File: config.mk
export PLATFORM = sky130hd
export DESIGN_NAME = dsl_activation_alerting
export DESIGN_NICKNAME = d
export VERILOG_FILES = /design/src/wake_pn_gen.v /design/src/dsl_activation_alerting.v
export VERILOG_INCLUDE_DIRS = /design/src
export SDC_FILE = /design/constraint.sdc
export NUM_CORES = 1
export LEC_CHECK = 0
export BUFFER_PORTS_ARGS = -buffer_cell sky130_fd_sc_hd__buf_2
export CAP_MARGIN = 5
export CORE_UTILIZATION = 50
export DETAILED_ROUTE_END_ITERATION = 16
export MAX_ROUTING_LAYER = met4
export PLACE_DENSITY = 0.7
export SYNTH_ARGS = -nofsm -noshare
export SYNTH_HDL_FRONTEND = slang
export SYNTH_SLANG_ARGS = --single-unit
File: constraint.sdc
create_clock -name clk_i -period 5.7 [get_ports clk_i]
set_input_delay 0 -clock clk_i [delete_from_list [all_inputs] [get_ports clk_i]]
set_output_delay 0 -clock clk_i [all_outputs]
set_load 0.01 [all_outputs]
File: src/dsl_activation_consts.vh
`ifndef DSL_ACTIVATION_CONSTS_VH
`define DSL_ACTIVATION_CONSTS_VH

// register word offsets
`define REG_CONTROL 2'h0
`define REG_STATUS 2'h1
`define REG_LOSS 2'h2

// control fields
`define CTL_ACT_REQ 0
`define CTL_ROLE_CUST 1
`define CTL_SINGLE_EN 2
`define CTL_CAP_2D 3
`define CTL_CAP_4D 4
`define CTL_MID_HIGH 5
`define CTL_RESET_VAL 32'h0000_0018

// status fields
`define STS_STATE_LSB 0
`define STS_REPLIED_LSB 4
`define STS_CODE4D 6
`define STS_HIGH_PWR 7
`define STS_SINGLE 8
`define STS_ALERTED 9
`define STS_ACT_EXP 10
`define STS_TRAIN_ON 11
`define STS_POWER_SET 12

// line loss limits in dB
`define LOSS_HIGH_DB 8'h09
`define LOSS_LOW_DB 8'h06

// wake generator seed, bits [5:0]
`define WAKE_SEED 6'h20

// timer figures in symbol intervals
`define WAKE_LEN_SYM 126
`define T1_SYM 2600
`define T2_SYM 160001
`define T3_SYM 130000
`define T4_SYM 400
`define TRAIN_EX_SYM 1240000
`define TRAIN_CU_SYM 3300
`define ACT_SYM 2500000

`endif

File: src/wake_pn_gen.v
`timescale 1ns/1ps
`include "dsl_activation_consts.vh"

module wake_pn_gen (
	// clock, reset and enable
	input wire clk_i,
	input wire rst_i,
	input wire ce_i,
	// control
	input wire load_i,
	input wire step_i,
	// symbol bit, 1 maps to +A and 0 to -A
	output reg bit_o
);

reg [5:0] stage;
wire fb;

// stage[0] is oldest; taps at delays 5 and 6, input held at one
assign fb = 1'b1 ^ stage[1] ^ stage[0];

always @(posedge clk_i) begin
	if (rst_i) begin
		stage <= `WAKE_SEED;
		bit_o <= 1'b0;
	end else if (ce_i) begin
		if (load_i) begin
			stage <= `WAKE_SEED;
			bit_o <= 1'b0;
		end else if (step_i) begin
			stage <= {fb, stage[5:1]};
			bit_o <= fb;
		end
	end
end

endmodule // wake_pn_gen

File: src/dsl_activation_alerting.v
// What this block does
// exchange wakes channel A, then listens silently
// customer answers wake on same channel
// reply on A, then wake B; B reply alerts
// no reply in wait time: poll other channel
// one replied: poll other until reply/timeout
// exchange alerts only while request is set
// customer reply starts fallback timer
// single-code unit sends and answers own variant
// dual-code exchange polls 2D A,B then 4D A,B
// dual-code customer waits for second 4D poll
// after reply, same code on other channel
// single mode: alternate wake/silence on channel
// fallback expiry: single mode, reply again
// done only once exchange sends training
// reply starts second-reply timer
// single mode: training after start delay
// second-reply timeout: retry with wake again
// power chosen from measured wake loss
// chosen power held through activation
// exchange training length 1240 kT
// customer training length 3300 T
// customer starts training within detect limit
// wake is six-stage PN, seed 000001
// wait time 2250..3000, reply timer >160000
// fallback 115k..150k, delays below 500/200
// activation timer starts at training (customer) or at first reply (exchange)
// timers count symbols, restart from zero
`timescale 1ns/1ps
`include "dsl_activation_consts.vh"

module dsl_activation_alerting #(
	parameter TW = 22,
	parameter WAKE_LEN = `WAKE_LEN_SYM,
	parameter T1_SYM = `T1_SYM,
	parameter T2_SYM = `T2_SYM,
	parameter T3_SYM = `T3_SYM,
	parameter T4_SYM = `T4_SYM,
	parameter TRAIN_EX_SYM = `TRAIN_EX_SYM,
	parameter TRAIN_CU_SYM = `TRAIN_CU_SYM,
	parameter ACT_SYM = `ACT_SYM
) (
	// clock, reset, enable
	input wire clk_i,
	input wire rst_i,
	input wire ce_i,
	// symbol interval strobe
	input wire sym_tick_i,
	// avalon-mm slave
	input wire [1:0] avs_address_i,
	input wire avs_read_i,
	input wire avs_write_i,
	input wire [31:0] avs_writedata_i,
	output reg [31:0] avs_readdata_o,
	output wire avs_waitrequest_o,
	// per-channel detectors, bit 0 channel A, and the single 8-bit line loss figure
	input wire [1:0] wake_det_i,
	input wire [1:0] wake_code4d_i,
	input wire [1:0] train_det_i,
	input wire [7:0] line_loss_i,
	// line transmit control
	output reg [1:0] tx_wake_o,
	output wire tx_wake_bit_o,
	output reg tx_code4d_o,
	output reg [1:0] tx_train_o,
	output reg high_power_mode_o,
	output reg alerted_o
);

localparam S_IDLE = 4'h0;
localparam S_WAKE = 4'h1;
localparam S_LISTEN = 4'h2;
localparam S_DELAY = 4'h3;
localparam S_TRAIN = 4'h4;
localparam S_DONE = 4'h5;
localparam S_FAIL = 4'h6;
localparam S_CWAIT = 4'h7;
localparam S_TWAIT = 4'h8;

// last count of a timer, cut to the timer width
function [TW-1:0] last_count;
	input integer n;
	begin
		last_count = n[TW-1:0] - {{(TW-1){1'b0}}, 1'b1};
	end
endfunction

localparam [TW-1:0] WAKE_END = last_count(WAKE_LEN);
localparam [TW-1:0] T1_END = last_count(T1_SYM);
localparam [TW-1:0] T2_END = last_count(T2_SYM);
localparam [TW-1:0] T3_END = last_count(T3_SYM);
localparam [TW-1:0] T4_END = last_count(T4_SYM);
localparam [TW-1:0] TREX_END = last_count(TRAIN_EX_SYM);
localparam [TW-1:0] TRCU_END = last_count(TRAIN_CU_SYM);
localparam [TW-1:0] ACT_END = last_count(ACT_SYM);

function [1:0] ch_mask;
	input ch;
	begin
		ch_mask = ch ? 2'h2 : 2'h1;
	end
endfunction

function [TW-1:0] bump;
	input [TW-1:0] cnt;
	begin
		bump = cnt + {{(TW-1){1'b0}}, 1'b1};
	end
endfunction

// registers
reg [31:0] control;
reg ack;
wire req_on = (avs_read_i | avs_write_i) & ~ack;
assign avs_waitrequest_o = (avs_read_i | avs_write_i) & ~ack;

wire act_req = control[`CTL_ACT_REQ];
wire role_cust = control[`CTL_ROLE_CUST];
wire single_en = control[`CTL_SINGLE_EN];
wire cap2d = control[`CTL_CAP_2D];
wire cap4d = control[`CTL_CAP_4D];

// sequencer state
reg [3:0] state;
reg ch;
reg first_ch;
reg code4d;
reg code_lock;
reg [1:0] replied;
reg single;
reg [TW-1:0] tmr;
reg [TW-1:0] t23;
reg t23_run;
reg [TW-1:0] act;
reg act_run;
reg act_exp;
reg seen2d;
reg seen4d;
reg power_set;
reg pn_load;

wire tick = sym_tick_i;
wire [1:0] rx_ok;
wire [1:0] rx_dual;
wire det_on_ch = wake_det_i[ch] & (wake_code4d_i[ch] == code4d);
wire det_other = wake_det_i[~ch] & (wake_code4d_i[~ch] == code4d);
wire [1:0] cand = wake_det_i & rx_ok;
wire cand_ch = ~cand[0];

// customer acceptance of a poll per channel
genvar g;
generate
	for (g = 0; g < 2; g = g + 1) begin : g_acc
		assign rx_dual[g] = wake_code4d_i[g] ? (seen4d & ~seen2d) : 1'b1;
		assign rx_ok[g] = wake_code4d_i[g] ?
			(cap4d & (~cap2d | rx_dual[g])) : cap2d;
	end
endgenerate

// bus slave, one wait state per access
always @(posedge clk_i) begin
	if (rst_i) begin
		ack <= 1'b0;
		control <= `CTL_RESET_VAL;
		avs_readdata_o <= 32'h0000_0000;
	end else if (ce_i) begin
		ack <= req_on;
		if (avs_write_i & ack & avs_address_i == `REG_CONTROL)
			control <= {26'h0, avs_writedata_i[5:0]};
		if (req_on & avs_read_i) begin
			case (avs_address_i)
			`REG_CONTROL: avs_readdata_o <= control;
			`REG_STATUS: avs_readdata_o <= {19'h0, power_set, |tx_train_o,
				act_exp, alerted_o, single, high_power_mode_o, code4d,
				replied, state};
			`REG_LOSS: avs_readdata_o <= {24'h0, line_loss_i};
			default: avs_readdata_o <= 32'h0000_0000;
			endcase
		end
	end
end

// wake bit source
wake_pn_gen u_pn (
	.clk_i(clk_i),
	.rst_i(rst_i),
	.ce_i(ce_i),
	.load_i(pn_load),
	.step_i(tick & state == S_WAKE),
	.bit_o(tx_wake_bit_o)
);

// power mode, caught once at the first wake seen
always @(posedge clk_i) begin
	if (rst_i) begin
		power_set <= 1'b0;
		high_power_mode_o <= 1'b0;
	end else if (ce_i) begin
		if (state == S_IDLE & ~act_req)
			power_set <= 1'b0;
		else if (~power_set & |wake_det_i) begin
			power_set <= 1'b1;
			if (line_loss_i > `LOSS_HIGH_DB)
				high_power_mode_o <= 1'b1;
			else if (line_loss_i < `LOSS_LOW_DB)
				high_power_mode_o <= 1'b0;
			else
				high_power_mode_o <= control[`CTL_MID_HIGH];
		end
	end
end

// activation timer
always @(posedge clk_i) begin
	if (rst_i) begin
		act <= {TW{1'b0}};
		act_run <= 1'b0;
		act_exp <= 1'b0;
	end else if (ce_i) begin
		if (state == S_IDLE) begin
			act_run <= 1'b0;
			act_exp <= 1'b0;
		end else if ((role_cust & state == S_TWAIT & |train_det_i) |
			(~role_cust & state == S_TRAIN & |train_det_i & ~act_run) |
			(~role_cust & state == S_LISTEN & det_on_ch & replied == 2'h0)) begin
			act <= {TW{1'b0}};
			act_run <= 1'b1;
		end else if (act_run & tick) begin
			if (act == ACT_END) begin
				act_run <= 1'b0;
				act_exp <= 1'b1;
			end else
				act <= bump(act);
		end
	end
end

// sequencer
always @(posedge clk_i) begin
	if (rst_i) begin
		state <= S_IDLE;
		ch <= 1'b0;
		first_ch <= 1'b0;
		code4d <= 1'b0;
		code_lock <= 1'b0;
		replied <= 2'h0;
		single <= 1'b0;
		tmr <= {TW{1'b0}};
		t23 <= {TW{1'b0}};
		t23_run <= 1'b0;
		seen2d <= 1'b0;
		seen4d <= 1'b0;
		pn_load <= 1'b1;
	end else if (ce_i) begin
		pn_load <= 1'b0;
		if (tick & t23_run)
			t23 <= bump(t23);
		if (tick & state != S_IDLE)
			tmr <= bump(tmr);
		if (state != S_IDLE & ~act_req) begin
			state <= S_IDLE;
		end else begin
			case (state)
			S_IDLE: begin
				replied <= 2'h0;
				single <= 1'b0;
				code_lock <= 1'b0;
				t23_run <= 1'b0;
				tmr <= {TW{1'b0}};
				pn_load <= 1'b1;
				if (act_req & ~role_cust) begin
					ch <= 1'b0;
					code4d <= ~cap2d;
					state <= S_WAKE;
				end else if (act_req & role_cust) begin
					if (|wake_det_i) begin
						seen2d <= seen2d | |(wake_det_i & ~wake_code4d_i);
						seen4d <= seen4d | |(wake_det_i & wake_code4d_i);
					end
					if (|cand) begin
						ch <= cand_ch;
						first_ch <= cand_ch;
						code4d <= wake_code4d_i[cand_ch];
						state <= S_WAKE;
					end
				end
			end
			S_WAKE: begin
				if (tick & tmr == WAKE_END) begin
					tmr <= {TW{1'b0}};
					pn_load <= 1'b1;
					if (~role_cust) begin
						state <= S_LISTEN;
					end else if (single | replied[~ch]) begin
						replied[ch] <= 1'b1;
						state <= S_TWAIT;
					end else begin
						replied[ch] <= 1'b1;
						t23 <= {TW{1'b0}};
						t23_run <= 1'b1;
						state <= S_CWAIT;
					end
				end
			end
			S_LISTEN: begin
				if (det_on_ch & ~replied[ch]) begin
					replied[ch] <= 1'b1;
					code_lock <= 1'b1;
					tmr <= {TW{1'b0}};
					if (replied[~ch]) begin
						t23_run <= 1'b0;
						state <= S_DELAY;
					end else begin
						first_ch <= ch;
						t23 <= {TW{1'b0}};
						t23_run <= 1'b1;
						ch <= ~ch;
						state <= S_WAKE;
					end
				end else if (t23_run & single_en &
					wake_det_i[first_ch] &
					wake_code4d_i[first_ch] == code4d) begin
					ch <= first_ch;
					single <= 1'b1;
					t23_run <= 1'b0;
					tmr <= {TW{1'b0}};
					state <= S_DELAY;
				end else if (act_exp & replied != 2'h0) begin
					state <= S_FAIL;
				end else if (t23_run & tick & t23 == T2_END) begin
					t23_run <= 1'b0;
					if (single_en) begin
						replied <= 2'h0;
						ch <= first_ch;
						tmr <= {TW{1'b0}};
						state <= S_WAKE;
					end
				end else if (tick & tmr == T1_END) begin
					tmr <= {TW{1'b0}};
					state <= S_WAKE;
					if (replied == 2'h0) begin
						ch <= ~ch;
						if (ch & cap2d & cap4d & ~code_lock)
							code4d <= ~code4d;
					end
				end
			end
			S_DELAY: begin
				if (tick & tmr == T4_END) begin
					tmr <= {TW{1'b0}};
					state <= S_TRAIN;
				end
			end
			S_CWAIT: begin
				if (det_other) begin
					ch <= ~ch;
					t23_run <= 1'b0;
					tmr <= {TW{1'b0}};
					state <= S_WAKE;
				end else if (tick & t23 == T3_END) begin
					t23_run <= 1'b0;
					single <= 1'b1;
					tmr <= {TW{1'b0}};
					state <= S_WAKE;
				end
			end
			S_TWAIT: begin
				if (|train_det_i) begin
					tmr <= {TW{1'b0}};
					state <= S_TRAIN;
				end
			end
			S_TRAIN: begin
				if (tick & tmr == (role_cust ? TRCU_END : TREX_END))
					state <= S_DONE;
			end
			S_DONE: state <= S_DONE;
			S_FAIL: state <= S_FAIL;
			default: state <= S_IDLE;
			endcase
		end
	end
end

// registered line controls
always @(posedge clk_i) begin
	if (rst_i) begin
		tx_wake_o <= 2'h0;
		tx_code4d_o <= 1'b0;
		tx_train_o <= 2'h0;
		alerted_o <= 1'b0;
	end else if (ce_i) begin
		tx_wake_o <= (state == S_WAKE) ? ch_mask(ch) : 2'h0;
		tx_code4d_o <= code4d;
		if (state == S_TRAIN)
			tx_train_o <= single ? ch_mask(ch) : 2'h3;
		else
			tx_train_o <= 2'h0;
		alerted_o <= (state == S_TRAIN) | (state == S_DONE);
	end
end

endmodule // dsl_activation_alerting

After elaboration in Yosys (flattened, before gate mapping)

Cells that the tools add are included.

Bitwise gates (word level): 72
Equal/unequal tests: 63
Reduce and logical (&&, ||, !) cells: 40
Add/subtract/negate cells: 3
Order comparisons: 7
Muxes and demuxes: 148

Operators with widths:

| operator                | count |
|---|---|
| $mux W22                | 23 |
| $pmux W22 S6            | 1 |
| $mux W1                 | 79 |
| $mux W4                 | 18 |
| $add A22 B1 Y22 const B | 3 |
| $pmux W22 S2            | 1 |
| $and A1 B1 Y1           | 40 |
| $pmux W13 S3            | 1 |
| $pmux W4 S9             | 1 |
| $ne A2 B2 Y1 const B    | 14 |
| $mux W2                 | 12 |
| $eq A22 B12 Y1 const B  | 1 |
| $eq A22 B17 Y1 const B  | 1 |
| $eq A22 B18 Y1 const B  | 1 |
| $eq A22 B21 Y1          | 1 |
| $eq A22 B22 Y1 const B  | 1 |
| $eq A22 B7 Y1 const B   | 1 |
| $eq A22 B9 Y1 const B   | 1 |
| $mux W21                | 1 |
| $ne A3 B3 Y1 const B    | 7 |
| $reduce_and A9 Y1       | 2 |
| $not A1 Y1              | 17 |
| $eq A4 B3 Y1 const B    | 4 |
| $ne A2 B1 Y1 const B    | 7 |
| 45 further kinds        | 95 |

Bits in registers: 137
Word-level logic and storage cells: 360
Output and inout port bits: 41
Input port bits: 54

Longest topological paths before layout

Word-level depth: 14
Gate-level depth with buffers: 10

Modules after synthesis

Synthesis repeated with hierarchy kept, for this count alone.

Cells, all modules: 825
Area, all modules: 6671.4 sq um

By module, submodules not included:

| module                  | cells an instance | area each (sq um) | seq. area each (sq um) | instances |
|---|---|---|---|---|
| dsl_activation_alerting | 798               | 6389.9            | 2222.1                 | 1 |
| wake_pn_gen             | 27                | 281.5             | 140.1                  | 1 |

Least setup slack after synthesis

No wires, ideal clock.

Path kind: register to register
Start: register code4d
End: register t23[10]
Arrival: 2.090 ns
Required time: 5.583 ns
Buffers on the path: 2
Stages on the path, launching flop included: 9
Setup slack: 3.492 ns
Cells stage by stage: dfxtp_1 > buf_2 > or4b_1 > nand4_1 > a21oi_1 > or4_1 > o21ai_1 > buf_2 > nor2_1

Cells in the longest elaborated chain, start to end: 6

RTL lines:

| what                   | RTL line                      | source |
|---|---|---|
| start, declared        | dsl_activation_alerting.v:127 | `reg code4d;` |
| start signal, assigned | dsl_activation_alerting.v:273 | `code4d <= ~cap2d;` |
| start signal, assigned | dsl_activation_alerting.v:283 | `code4d <= wake_code4d_i[cand_ch];` |
| start signal, assigned | dsl_activation_alerting.v:344 | `code4d <= ~code4d;` |
| $eq A1 B1 Y1           | dsl_activation_alerting.v:145 | `wire det_on_ch = wake_det_i[ch] & (wake_code4d_i[ch] == code4d);` |
| $and A1 B1 Y1          | dsl_activation_alerting.v:145 |  |
| $and A1 B1 Y1          | dsl_activation_alerting.v:306 | `if (det_on_ch & ~replied[ch]) begin` |
| $mux W22               | dsl_activation_alerting.v:306 |  |
| $pmux W22 S2           | dsl_activation_alerting.v:263 | `case (state)` |
| $mux W22               | dsl_activation_alerting.v:260 | `if (state != S_IDLE & ~act_req) begin` |
| end signal, assigned   | dsl_activation_alerting.v:257 | `t23 <= bump(t23);` |
| end signal, assigned   | dsl_activation_alerting.v:299 | `t23 <= {TW{1'b0}};` |
| end signal, assigned   | dsl_activation_alerting.v:315 | `t23 <= {TW{1'b0}};` |
| end, declared          | dsl_activation_alerting.v:132 | `reg [TW-1:0] t23;` |

No other way between the ends.
A chain may end at the register's enable or synchronous reset.

Final worst setup path

Start: register state[1]
End: register state[0]

Cells in the longest elaborated chain, start to end: 4

RTL lines:

| what                                                 | RTL line                      | source |
|---|---|---|
| start, declared                                      | dsl_activation_alerting.v:124 | `reg [3:0] state;` |
| start signal, assigned                               | dsl_activation_alerting.v:241 | `state <= S_IDLE;` |
| start signal, assigned                               | dsl_activation_alerting.v:261 | `state <= S_IDLE;` |
| start signal, assigned                               | dsl_activation_alerting.v:274 | `state <= S_WAKE;` |
| $reduce_bool A4 Y1                                   | dsl_activation_alerting.v:260 |  |
| $and A1 B1 Y1                                        | dsl_activation_alerting.v:260 |  |
| $ne A7 B1 Y1 (no line), or another cell as far along | n/a                           |  |
| $reduce_and A10 Y1 (no line)                         | n/a                           |  |

Parallel ways exist; a longest one is shown, timed or not.

==> results by group <==
Setup path
  – Number of cells on the critical path: 6
  – Top delay family on crit path: simple AND/OR/NAND/NOR gates
  – CP Max Fanout: 24
  – Worst Path Required: 6.05 ns
  – Critical Path Max Stage Delay: 0.87 ns
  – Critical Path AT: 3.43 ns
  – Worst path cell trace: nor2b_1 -> and2_0 -> nand2_1 -> o31ai_1 -> o32a_1 -> mux2i_1
  – Slowest cell on the critical path: dfxtp_1
  – WP buf/inv: 0
  – Startpoint Class: flip-flop
  – CP Capture Type: flip-flop
  – Worst r2r path cells: 6
  – Kind of critical path: flip-flop to flip-flop

Synthesis
  – Syn Inst Count: 829
  – Share of the yosys chip area belonging to registers: 35.08%
  – Dominant cell type by area after synthesis: dfxtp_1
  – Synth cell types: 77
  – Largest cells by area after synthesis: dfxtp_1 (35%), nor2_1 (7.3%), xor2_1 (6.1%)
  – Combinational family with the most area after synthesis: simple AND/OR/NAND/NOR gates
  – Post-Synth XOR/XNOR Area: 8.194%
  – Synth Area per Inst: 8.123 sq um
  – Yosys reg bits: 118
  – Post-synth ARST share: 0%
  – Proportion of synthesized area in mux cells: 4.701%
  – Area fraction of the dominant cell type after synthesis: 35.08%
  – Ys flop type: dfxtp_1
  – Synth Warn #: 0
  – Number of synthesized flops with an enable pin: 0
  – Post-synthesis compound-gate area fraction: 12.37%
  – Adder-Cell Fraction of Synth Area: 0.9290%
  – Syn Std Cell Area: 0.006734 sq mm
  – Simple-gate portion of the synthesized area: 31.29%

Floorplan
  – Die ar.: 0.01394 sq mm
  – Chip height: 118.1 um
  – Initial Utilization: 51.05%
  – Row cnt: 42
  – Boundary Pins: 95
  – Core Area: 0.01319 sq mm
  – Die X: 118.1 um

Clock tree
  – Worst-path clk slew: 0.05 ns
  – Hold_buf cts: 15
  – Clk root buf: clkbuf_16
  – Number of buffers created by CTS: 17
  – Post_cts resized: 0
  – Clock Sink Count: 118
  – H-tree levels: 4
  – CTS tree: done
  – Clock Path Buffers: 2
  – # Post-CTS Setup Buffers: 0
  – Worst skew pair latency: 0.42 ns

Pwr
  – LEAKAGE: 0.002975 uW
  – Clock share of power: 50.3%
  – Internal power: 1678 uW
  – P_sw: 544.0 uW
  – Combinational share of power: 10.9%
  – Worst VDD drop: 0.2012 mV
  – Sequential power share: 38.8%
  – Power Total: 2222 uW
  – Sw Share: 24.48%
  – Pwr/cell area: 291.9 mW/mm^2

Placement
  – # port buffers: 49
  – GP Congestion: 0.9424
  – HPWL Detailed: 10.98 mm

STA
  – F_max: 324.1 MHz
  – Final Hold Viols: 0
  – Worst-margin pin slew: 0.9971 ns
  – RSZ-0062 raised after global routing: no
  – Crit path time final: 3.086 ns
  – Rel. slew slack: 32.59%
  – Setup TNS Final: 0 ns
  – Final Cycle Share: 54.14%
  – Finish-stage setup viols: 0
  – Worst Skew: 0.009845 ns
  – Max Transition Viols Final: 0

Layout
  – Commonest non-fill, non-tap cells in the layout: nor2_1 (131), dfxtp_1 (118), nand2_1 (77)
  – Layout cells sized above 1: 11.77%
  – P&R area growth vs syn: 13.06%
  – Ant. Diodes: 0
  – Post-layout nets: 922
  – Most common cell after layout, fill and taps aside: nor2_1

Global route
  – Global-route wire length before repair: 27.56 mm
  – Pin count of the biggest net entering global routing: 50
  – GRT overflow: 0
  – GRT Util Overall: 25.19%
  – Vias in the first global route: 5623
  – Initial antenna violation count: 0

Route
  – Wire per inst: 15.85 um
  – Drt via density: 5.812
  – Drt total wl: 16.66 mm
  – Via count: 6108
  – Final ANT Viol Nets: 0
  – Iteration-0 DRC Markers: 478
  – 1st-pass router iterations: 5
  – DRC violations left: 0

Status
  – Status: finished, final reports clean

Min path
  – Worst Hold Class: input port to flip-flop
  – Worst Hold Path Cells: 5

Flow run
  – Max Cap Viol: 0
## area by class of cell
cell class,instances,area (sq um)
Inverter,14,52.55
Fill cell,1186,5577
Clock inverter,10,152.6
Timing Repair Buffer,67,417.9
Clock buffer,21,460.4
Multi-Input combinational cell,645,3948
Tap cell,176,220.2
Sequential cell,118,2362
## state kept, by name, indices dropped and copies added, names as in the netlist, 2 cells and up
signal / flops
act: 22
avs_readdata_o: 13
control: 6
replied: 2
state: 4
t23: 22
tmr: 22
tx_train_o: 2
tx_wake_o: 2
u_pn.stage: 6
## logic make-up (layout without fill, tap and decap cells)
group	Yosys count	in the layout
xor gates and xnor gates	63	63
other	1	19
adders and majority gates	5	5
buffers and inverters	84	112
and+or+nand+nor	408	408
AOI/OAI and AO/OA	121	121
DFF	118	118
muxes	29	29
## tightest hold or removal path: stages
cell	delay [ns]
buf_2	0.09
nor2_1	0.04
nor2_1	0.13
mux2i_1	0.10
nor2_1	0.07
## worst paths after layout
check | startpoint | end | slack [ns]
hold reg to reg | avs_readdata_o[11] | avs_readdata_o[11] | 0.45
setup / recovery | state[1] | state[0] | 2.61
hold / removal | avs_read_i | ack | 0.05
setup reg to reg | state[1] | state[0] | 2.61
## cell usage after synthesis (6+ instances only)
master    number
nor2_1       131
and3_1        18
buf_6          8
nand2b_1       9
nand4_1       33
clkbuf_1      25
and4_1         6
buf_4         23
a21oi_1       38
mux2i_1       26
nand3b_1       8
dfxtp_1      118
xor2_1        47
buf_2          9
nand2_1       77
nor2b_1       11
a211oi_1       9
nor4_1        14
nor3_1        24
xnor2_1       16
nand3_1       32
o21ai_0       18
inv_1         14
## power by group through the flow
stage	registers (uW)	clock network, uW	logic, uW
after floorplan	873	0	194
after global placement	879	0	229
after detailed placement	879	0	228
after CTS	862	1130	237
after global routing	864	1170	259
final	863	1120	242
## layer usage
layer  vias to the layer above  routed length (um)  global-route usage, %
li1                       2977                   -                      -
met1                      2848                7417                  31.23
met2                       249                7778                  39.38
met3                        34                1131                  6.153
met4                         0                 331                  9.856
met5                         -                   0                      -
## through the flow
stage / cell area, sq um / setup WS [ns] / util, % / hold WS (ns) / cells
6_report: 7614 / 2.614 / 57.72 / 0.04917 / 1051
5_1_grt: 7614 / 2.411 / 57.72 / 0.07401 / 1051
3_3_place_gp: 6850 / 2.703 / 51.94 / 0.2176 / 1005
4_1_cts: 7614 / 2.670 / 57.72 / 0.01993 / 1051
3_5_place_dp: 6850 / 2.691 / 51.94 / 0.2267 / 1005
2_1_floorplan: 6802 / 3.492 / - / 0.1251 / 847
Power figures use the tool's default switching activity.
